==> src/hdl/pfc_regs.svh <==
// constants for the synthesizer feature-control and phase detector block
`ifndef PFC_REGS_SVH
`define PFC_REGS_SVH
// ------------------------------------------------------------------
// feature register layout
// ------------------------------------------------------------------
`define PFC_FEAT_W 8
`define PFC_FEAT_RST 8'h00
`define PFC_BIT_RSV0 0
`define PFC_BIT_RSV1 1
`define PFC_BIT_FP_OUT 2
`define PFC_BIT_PWR_DOWN 3
`define PFC_BIT_CNT_LOAD 4
`define PFC_BIT_MODSEL_OUT 5
`define PFC_BIT_FC_OUT 6
`define PFC_BIT_LOCK_DIS 7
// ------------------------------------------------------------------
// synchroniser depth
// ------------------------------------------------------------------
`define PFC_SYNC_STAGES 2
`endif

==> src/hdl/pfc_pkg.sv <==
// types for the synthesizer feature-control block
`default_nettype none
package pfc_pkg;
  // diagnostic output source
  typedef enum logic [1:0] {
    PFC_DIAG_NONE,
    PFC_DIAG_FP,
    PFC_DIAG_MODSEL,
    PFC_DIAG_FC
  } pfc_diag_e;
  // detector state: which edge came first
  typedef enum logic [1:0] {
    PFC_PD_IDLE,
    PFC_PD_DOWN,
    PFC_PD_UP
  } pfc_pd_e;
endpackage
`default_nettype wire

==> src/hdl/pfc_sync.sv <==
// two-flop synchroniser with rising edge pulse
`default_nettype none
`include "pfc_regs.svh"
module pfc_sync
(
  input wire logic i_clk_sys,
  input wire logic i_arst_n,
  input wire logic i_async,
  output logic o_level,
  output logic o_rise,
  output logic o_fall
);
  // ------------------------------------------------------------------
  // synchroniser chain
  // ------------------------------------------------------------------
  logic meta_q; // first stage, read only by the second
  logic sync_q; // second stage
  logic prev_q; // previous synced level for edges

  // the first stage is never looked at by anything but sync_q
  always_ff @(posedge i_clk_sys or negedge i_arst_n)
  begin
    if (!i_arst_n)
    begin
      meta_q <= 1'b0;
      sync_q <= 1'b0;
      prev_q <= 1'b0;
    end
    else
    begin
      meta_q <= i_async;
      sync_q <= meta_q;
      prev_q <= sync_q;
    end
  end

  assign o_level = sync_q;
  assign o_rise = sync_q & ~prev_q;
  assign o_fall = ~sync_q & prev_q;
endmodule // pfc_sync
`default_nettype wire

==> src/hdl/pfc_core.sv <==
// feature register, phase-frequency detector and lock output
`default_nettype none
`include "pfc_regs.svh"
// Functional notes
// - feature bits active at one, idle at zero
// - bit 2 routes main divider to diagnostic
// - bit 3 powers down all but programming
// - bit 4 loads counter values continuously
// - bit 5 routes modulus select to diagnostic
// - bit 6 routes reference divider to diagnostic
// - bit 7 silences the lock indicator pin
// - detector reacts only to rising edges
// - main leading pulses down_pump_n low
// - reference leading pulses up_pump_n low
// - pulse width follows the phase offset
// - lock node is NAND, indicator is AND
// - features act only while enable low
// - shift eight bits msb first on sclk
// - shadow copied on write strobe falling
module pfc_core
#(
  parameter int FEAT_W = `PFC_FEAT_W
)
(
  input wire logic i_clk_sys,
  input wire logic i_arst_n,
  input wire logic i_sclk,
  input wire logic i_sdata,
  input wire logic i_feat_wr,
  input wire logic i_prim_wr,
  input wire logic i_feature_enable_n,
  input wire logic i_fp,
  input wire logic i_fc,
  input wire logic i_modulus_select_signal,
  output logic o_diag,
  output logic o_power_down,
  output logic o_counter_load,
  output logic o_up_pump_n,
  output logic o_down_pump_n,
  output logic o_lock_node,
  output logic o_lock_indicator_o,
  output logic o_lock_indicator_oe_n
);
  // ------------------------------------------------------------------
  // pin synchronisers
  // ------------------------------------------------------------------
  logic sclk_rise; // serial clock rising edge pulse
  logic sdata_s; // synced serial data
  logic fwr_s; // synced feature write strobe
  logic fwr_fall; // feature write strobe falling edge
  logic pwr_s; // synced primary write strobe
  logic fen_n_s; // synced feature enable, active low
  logic fp_rise; // main divider rising edge
  logic fc_rise; // reference divider rising edge
  logic modsel_s; // synced modulus select

  pfc_sync u_sclk (.i_clk_sys(i_clk_sys), .i_arst_n(i_arst_n),
    .i_async(i_sclk), .o_level(), .o_rise(sclk_rise), .o_fall());
  pfc_sync u_sdat (.i_clk_sys(i_clk_sys), .i_arst_n(i_arst_n),
    .i_async(i_sdata), .o_level(sdata_s), .o_rise(), .o_fall());
  pfc_sync u_fwr (.i_clk_sys(i_clk_sys), .i_arst_n(i_arst_n),
    .i_async(i_feat_wr), .o_level(fwr_s), .o_rise(),
    .o_fall(fwr_fall));
  pfc_sync u_pwr (.i_clk_sys(i_clk_sys), .i_arst_n(i_arst_n),
    .i_async(i_prim_wr), .o_level(pwr_s), .o_rise(), .o_fall());
  pfc_sync u_fen (.i_clk_sys(i_clk_sys), .i_arst_n(i_arst_n),
    .i_async(i_feature_enable_n), .o_level(fen_n_s), .o_rise(),
    .o_fall());
  pfc_sync u_fp (.i_clk_sys(i_clk_sys), .i_arst_n(i_arst_n),
    .i_async(i_fp), .o_level(), .o_rise(fp_rise), .o_fall());
  pfc_sync u_fc (.i_clk_sys(i_clk_sys), .i_arst_n(i_arst_n),
    .i_async(i_fc), .o_level(), .o_rise(fc_rise), .o_fall());
  pfc_sync u_modsel (.i_clk_sys(i_clk_sys), .i_arst_n(i_arst_n),
    .i_async(i_modulus_select_signal), .o_level(modsel_s), .o_rise(),
    .o_fall());

  // ------------------------------------------------------------------
  // serial shift and shadow buffer
  // ------------------------------------------------------------------
  logic [FEAT_W-1:0] shift_q; // serial shift stage
  logic [FEAT_W-1:0] feat_q; // active buffer, write only for software
  logic [FEAT_W-1:0] eff; // bits actually in force
  logic shift_en; // feature write window open

  assign shift_en = fwr_s & ~pwr_s;

  // msb arrives first, so each new bit enters at the bottom
  // power down leaves this path alive so writes still land
  always_ff @(posedge i_clk_sys or negedge i_arst_n)
  begin
    if (!i_arst_n)
      shift_q <= `PFC_FEAT_RST;
    else if (shift_en && sclk_rise)
      shift_q <= {shift_q[FEAT_W-2:0], sdata_s};
  end

  // the copy waits for the strobe to drop, so a half-shifted
  // pattern never reaches the controls
  always_ff @(posedge i_clk_sys or negedge i_arst_n)
  begin
    if (!i_arst_n)
      feat_q <= `PFC_FEAT_RST;
    else if (fwr_fall)
      feat_q <= shift_q;
  end

  // enable gates every bit; reserved bits are masked out
  always_comb
  begin
    eff = fen_n_s ? '0 : feat_q;
    eff[`PFC_BIT_RSV0] = 1'b0;
    eff[`PFC_BIT_RSV1] = 1'b0;
  end

  // ------------------------------------------------------------------
  // control outputs
  // ------------------------------------------------------------------
  logic pd_act; // power down in force
  assign pd_act = eff[`PFC_BIT_PWR_DOWN];

  // registered so the outputs come from flip-flops
  always_ff @(posedge i_clk_sys or negedge i_arst_n)
  begin
    if (!i_arst_n)
    begin
      o_power_down <= 1'b0;
      o_counter_load <= 1'b0;
    end
    else
    begin
      o_power_down <= pd_act;
      o_counter_load <= eff[`PFC_BIT_CNT_LOAD];
    end
  end

  // ------------------------------------------------------------------
  // diagnostic output select
  // ------------------------------------------------------------------
  pfc_pkg::pfc_diag_e diag_sel; // chosen source
  logic fp_lvl_q; // main divider phase tracked by edge
  logic fc_lvl_q; // reference divider phase tracked by edge

  // lowest function bit wins when several are set
  always_comb
  begin
    if (eff[`PFC_BIT_FP_OUT])
      diag_sel = pfc_pkg::PFC_DIAG_FP;
    else if (eff[`PFC_BIT_MODSEL_OUT])
      diag_sel = pfc_pkg::PFC_DIAG_MODSEL;
    else if (eff[`PFC_BIT_FC_OUT])
      diag_sel = pfc_pkg::PFC_DIAG_FC;
    else
      diag_sel = pfc_pkg::PFC_DIAG_NONE;
  end

  // divider outputs rebuilt as toggles of their edges
  always_ff @(posedge i_clk_sys or negedge i_arst_n)
  begin
    if (!i_arst_n)
    begin
      fp_lvl_q <= 1'b0;
      fc_lvl_q <= 1'b0;
    end
    else
    begin
      if (fp_rise)
        fp_lvl_q <= ~fp_lvl_q;
      if (fc_rise)
        fc_lvl_q <= ~fc_lvl_q;
    end
  end

  always_ff @(posedge i_clk_sys or negedge i_arst_n)
  begin
    if (!i_arst_n)
      o_diag <= 1'b0;
    // power down quiets the pin too; it is not a programming path
    else if (pd_act)
      o_diag <= 1'b0;
    else
    begin
      case (diag_sel)
        pfc_pkg::PFC_DIAG_FP: o_diag <= fp_lvl_q;
        pfc_pkg::PFC_DIAG_MODSEL: o_diag <= modsel_s;
        pfc_pkg::PFC_DIAG_FC: o_diag <= fc_lvl_q;
        default: o_diag <= 1'b0;
      endcase
    end
  end

  // ------------------------------------------------------------------
  // phase-frequency detector
  // ------------------------------------------------------------------
  pfc_pkg::pfc_pd_e pd_q; // which pump is running

  // a pump runs from the leading edge to the lagging one, so its
  // width tracks the offset; coincident edges leave both idle
  always_ff @(posedge i_clk_sys or negedge i_arst_n)
  begin
    if (!i_arst_n)
      pd_q <= pfc_pkg::PFC_PD_IDLE;
    else if (pd_act)
      pd_q <= pfc_pkg::PFC_PD_IDLE;
    else
    begin
      case (pd_q)
        pfc_pkg::PFC_PD_IDLE:
        begin
          if (fp_rise && !fc_rise)
            pd_q <= pfc_pkg::PFC_PD_DOWN;
          else if (fc_rise && !fp_rise)
            pd_q <= pfc_pkg::PFC_PD_UP;
        end
        pfc_pkg::PFC_PD_DOWN:
          if (fc_rise)
            pd_q <= pfc_pkg::PFC_PD_IDLE;
        pfc_pkg::PFC_PD_UP:
          if (fp_rise)
            pd_q <= pfc_pkg::PFC_PD_IDLE;
        default:
          pd_q <= pfc_pkg::PFC_PD_IDLE;
      endcase
    end
  end

  assign o_down_pump_n = (pd_q != pfc_pkg::PFC_PD_DOWN);
  assign o_up_pump_n = (pd_q != pfc_pkg::PFC_PD_UP);

  // ------------------------------------------------------------------
  // lock node and open-drain indicator
  // ------------------------------------------------------------------
  logic lock_and; // both pumps idle
  assign lock_and = o_up_pump_n & o_down_pump_n;
  assign o_lock_node = ~lock_and;
  // open drain: pull low when AND is low; released when disabled
  assign o_lock_indicator_o = 1'b0;
  assign o_lock_indicator_oe_n =
    lock_and | eff[`PFC_BIT_LOCK_DIS];

  // ------------------------------------------------------------------
  // assertions
  // ------------------------------------------------------------------
  a_pump_excl: assert property (@(posedge i_clk_sys)
    disable iff (!i_arst_n) !(!o_up_pump_n && !o_down_pump_n))
    else $error("both pumps active");
  a_down_start: assert property (@(posedge i_clk_sys)
    disable iff (!i_arst_n)
    (pd_q == pfc_pkg::PFC_PD_IDLE && fp_rise && !fc_rise && !pd_act)
    |=> !o_down_pump_n)
    else $error("down pump missed");
  a_up_start: assert property (@(posedge i_clk_sys)
    disable iff (!i_arst_n)
    (pd_q == pfc_pkg::PFC_PD_IDLE && fc_rise && !fp_rise && !pd_act)
    |=> !o_up_pump_n)
    else $error("up pump missed");
  a_pump_end: assert property (@(posedge i_clk_sys)
    disable iff (!i_arst_n)
    (!o_down_pump_n && fc_rise) |=> o_down_pump_n)
    else $error("down pump overran");
  a_pump_hold: assert property (@(posedge i_clk_sys)
    disable iff (!i_arst_n)
    (!o_up_pump_n && !fp_rise && !pd_act) |=> !o_up_pump_n)
    else $error("up pump ended early");
  a_shadow_cap: assert property (@(posedge i_clk_sys)
    disable iff (!i_arst_n)
    fwr_fall |=> feat_q == $past(shift_q))
    else $error("shadow not captured");
  a_shadow_hold: assert property (@(posedge i_clk_sys)
    disable iff (!i_arst_n) !fwr_fall |=> $stable(feat_q))
    else $error("shadow changed off strobe");
  a_shift_in: assert property (@(posedge i_clk_sys)
    disable iff (!i_arst_n) (shift_en && sclk_rise)
    |=> shift_q[0] == $past(sdata_s))
    else $error("serial bit lost");
  a_enable_gate: assert property (@(posedge i_clk_sys)
    disable iff (!i_arst_n) fen_n_s |=> !o_power_down && !o_counter_load)
    else $error("feature active while disabled");
  a_lock_quiet: assert property (@(posedge i_clk_sys)
    disable iff (!i_arst_n) eff[`PFC_BIT_LOCK_DIS] |-> o_lock_indicator_oe_n)
    else $error("lock pin not silenced");
  a_pd_idle: assert property (@(posedge i_clk_sys)
    disable iff (!i_arst_n) pd_act |=> o_up_pump_n && o_down_pump_n)
    else $error("pumps run in power down");
  c_down: cover property (@(posedge i_clk_sys) !o_down_pump_n);
  c_up: cover property (@(posedge i_clk_sys) !o_up_pump_n);
  c_write: cover property (@(posedge i_clk_sys) fwr_fall);
  c_diag: cover property (@(posedge i_clk_sys)
    diag_sel == pfc_pkg::PFC_DIAG_MODSEL);
endmodule // pfc_core
`default_nettype wire

==> config.mk <==
export PLATFORM = sky130hd
export DESIGN_NAME = pfc_core
export DESIGN_NICKNAME = d
export VERILOG_FILES = /design/src/hdl/pfc_pkg.sv /design/src/hdl/pfc_sync.sv /design/src/hdl/pfc_core.sv
export VERILOG_INCLUDE_DIRS = /design/src /design/src/hdl
export SDC_FILE = /design/constraint.sdc
export NUM_CORES = 1
export LEC_CHECK = 0
export BUFFER_PORTS_ARGS = -buffer_cell sky130_fd_sc_hd__buf_2
export CORE_MARGIN = 5
export CORE_UTILIZATION = 39
export DETAILED_ROUTE_END_ITERATION = 10
export PLACE_DENSITY = 0.69
export SLEW_MARGIN = 0
export SYNTH_ARGS = -nofsm -noshare
export SYNTH_HDL_FRONTEND = slang
export SYNTH_SLANG_ARGS = --single-unit
==> constraint.sdc <==
create_clock -name i_clk_sys -period 1.7 [get_ports i_clk_sys]
set_clock_uncertainty 0.1 [all_clocks]
set_input_delay 0.255 -clock i_clk_sys [delete_from_list [all_inputs] [get_ports i_clk_sys]]
set_output_delay 0.255 -clock i_clk_sys [all_outputs]
set_load 0.01 [all_outputs]
==> impl_metrics.csv <==
group,metric,value,unit
logic_synthesis,ys_async_sr_fraction,1.00,
logic_synthesis,yosys.area_share.adder,0.0351,
global_route,grt_max_degree,42,
logic_synthesis,synth-main-ff-cell,"dfrtp_1",
cts,cts_buffer_depth,2,
logic_synthesis,synth_area,1430,um2
logic_synthesis,yosys-mux-area-fraction,0.117,
hold_path,min_path_type,"flip-flop to flip-flop",
critical_path,crit_buf_inv,2,
logic_synthesis,synth_xor_area_frac,0.0123,
cts,htree_levels,2,
global_route,track_usage,0.0995,
sta,whs,0.254,ns
final_layout,fin_nets,138,
final_layout,antenna_cells,0,
logic_synthesis,synth_compound_area_frac,0.0263,
final_layout,fillers,293,
critical_path,regToRegSetupSlack,0.1,ns
detailed_routing,routedWlPerCell,12.1,um
final_layout,reg_top3,"shift_q x8, feat_q x6, pd_q x2",
cts,cts_tree,"built",
floorplan,die_w,70.5,um
critical_path,end_kind,"primary output",
global_route,grt_overflow,0,
cts,root_buffer,"clkbuf_8",
cts,cts.reportedPaths.clkPinSlew,0.08,ns
logic_synthesis,synth_cells,91,
placed_design,dpl.hpwl,1390,um
logic_synthesis,synth_common_cells,"dfrtp_1 (41), mux2_2 (13), inv_1 (8)",
status,run_status,"complete, no violations",
final_layout,areaGrowthSynthToFinish,28.1,%
floorplan,start_util,0.396,
sta,hold_viol,0,
global_route,grt_pass1_vias,822,
detailed_routing,drtIter0Drc,14,
flow_run,maxCapViolCount,0,
global_route,grt_pass1_wl,3750,um
critical_path,critPathKind,"flip-flop to primary output",
critical_path,crit_path_top_delay_cell,"dfrtp_1",
detailed_routing,drcViolationCount,0,
pwr,leakagePower,0.888,nW
detailed_routing,vias_per_cell,4.38,
placed_design,port_buffers,16,
logic_synthesis,syn_avg_cell_area,15.7,um2
logic_synthesis,synth.area.top_cells,"dfrtp_1 (72%), mux2_2 (10%), ha_1 (3.5%)",
critical_path,worstPathMaxFanout,3,
detailed_routing,vias,757,
pwr,power,0.00263,W
pwr,ir_drop,731,uV
cts,clk_latency,0.28,ns
critical_path,path_cells,"inv_1 > ha_1 > o21ai_0 > buf_2",
logic_synthesis,ys_seq_elements,41,
logic_synthesis,yosysMostFrequentCell,"dfrtp_1",
sta,slew_violations,0,
detailed_routing,drt-total-wl,2090,um
placed_design,gp_congestion,0.748,
logic_synthesis,synth-edff-count,0,
sta,finalCriticalPeriod,1.60,ns
cts,numCtsBuffers,5,
sta,rsz0062_at_grt,"false",
global_route,antenna_found_initial,0,
logic_synthesis,synth-simple-area-share,0.0553,
logic_synthesis,yosysSeqAreaShare,0.719,
detailed_routing,drt_first_pass_iters,4,
cts,cts_sinks,41,
pwr,p_per_area,1440,nW/um2
critical_path,worstSetupStartpointType,"flip-flop",
logic_synthesis,synthesis.nets,105,
floorplan,dieArea,4970,um2
sta,finalCritPeriodShare,0.942,
floorplan,core_area,3610,um2
floorplan,pin_count,18,
logic_synthesis,yosysTopAreaCell,"dfrtp_1",
sta,setup_viol,0,
final_layout,post-route-util,0.507,
logic_synthesis,synth.distinct_cells,21,
final_layout,largest_reg_flops,8,
sta,max_freq,0.624,GHz
floorplan,rows,22,
critical_path,critPathArrivalTime,1.25,ns
critical_path,worstPathRequired,1.34,ns
critical_path,crit_family,"flip-flops",
final_layout,regMostFlops,"shift_q",
logic_synthesis,netlist.area_leader.share,0.719,
logic_synthesis,yosysWarnings,0,
detailed_routing,route.antenna.remaining_nets,0,
logic_synthesis,synth_top_family_by_area,"multiplexers",
floorplan,chipHeight,70.5,um
final_layout,drive_gt1_frac,0.360,
critical_path,slowest_delay,0.38,ns
[per-stage QoR]
stage                     instances  cell area [um2]  setup slack, ns  TNS, ns
after floorplan                  91             1430           0.0719        0
after CTS                       173             1810           0.0176        0
after global routing            173             1830          0.00347        0
final                           173             1830           0.0983        0
after detailed placement        155             1570          -0.0701   -0.132
after global placement          155             1570           0.0222        0
[logic make-up after synthesis]
family,Yosys count
flip-flops,41
multiplexers,15
AND/OR/NAND/NOR,12
buffers and inverters,11
AO/OA/AOI/OAI,5
adder cells (fa/ha/maj),4
XOR/XNOR,2
other,1
[metal layers]
metal	routed length [um]	global-route usage	share of wire
met1	926	0.126	0.44
met2	970	0.140	0.46
met3	141	0.0432	0.067
met4	52	0.0574	0.025
met5	0	0	0
[report_power, final]
group	internal [W]	total, W	switching (W)
clock network	0.000583	0.000889	0.000307
logic	0.000275	0.000522	0.000247
registers	0.00113	0.00122	0.0000899
total	0.00199	0.00263	0.000644
[layout by cell type, fill, tap and decap left out, drive strengths merged, types with 2 or more instances in the layout]
cell type / netlist / final
buf: 2 / 20
bufinv: 0 / 2
clkbuf: 1 / 5
dfrtp: 41 / 41
dlygate4sd3: 0 / 9
ha: 4 / 4
inv: 8 / 8
mux2: 13 / 13
mux2i: 2 / 2
nand2: 3 / 3
nand2b: 3 / 3
nor2b: 3 / 3
o21ai: 2 / 2
xnor2: 2 / 2
[worst register-to-register path: stages, from the launching register on]
cell,delay [ns]
dfrtp_1,0.37
nand2b_4,0.16
ha_4,0.24
a222oi_1,0.31
buf_4,0.18
mux2i_1,0.17
[final timing paths]
kind | from | endpoint | cells past startpoint
worst min-delay path | u_pwr.meta_q | u_pwr.o_level | 0
worst min register to register | u_pwr.meta_q | u_pwr.o_level | 0
max in group asynchronous | i_arst_n | u_pwr.meta_q | 3
min in group asynchronous | i_arst_n | o_diag | 3
worst max register to register | u_fc.prev_q | pd_q[0] | 5
worst max-delay path | pd_q[0] | o_lock_indicator_oe_n | 4
[final cells by class]
| class | instances | area (um2) | area share |
|---|---|---|---|
| repair buffers | 29 | 200 | 0.110 |
| flip-flops and latches | 41 | 1030 | 0.562 |
| inverters | 8 | 32.5 | 0.0178 |
| clock buffers | 5 | 68.8 | 0.0377 |
| multi-input cells | 39 | 374 | 0.205 |
| well taps | 48 | 60.1 | 0.0329 |
| clock inverters | 3 | 65.1 | 0.0356 |
[repair_timing]
action,4_1_cts,5_1_grt
buffers inserted,1,0
resized for setup,1,3
endpoints found under the setup margin,2,2
hold buffers,9,0
pin swaps,2,1
hold endpoints to repair,49,0
Power figures use the tool's default switching activity.
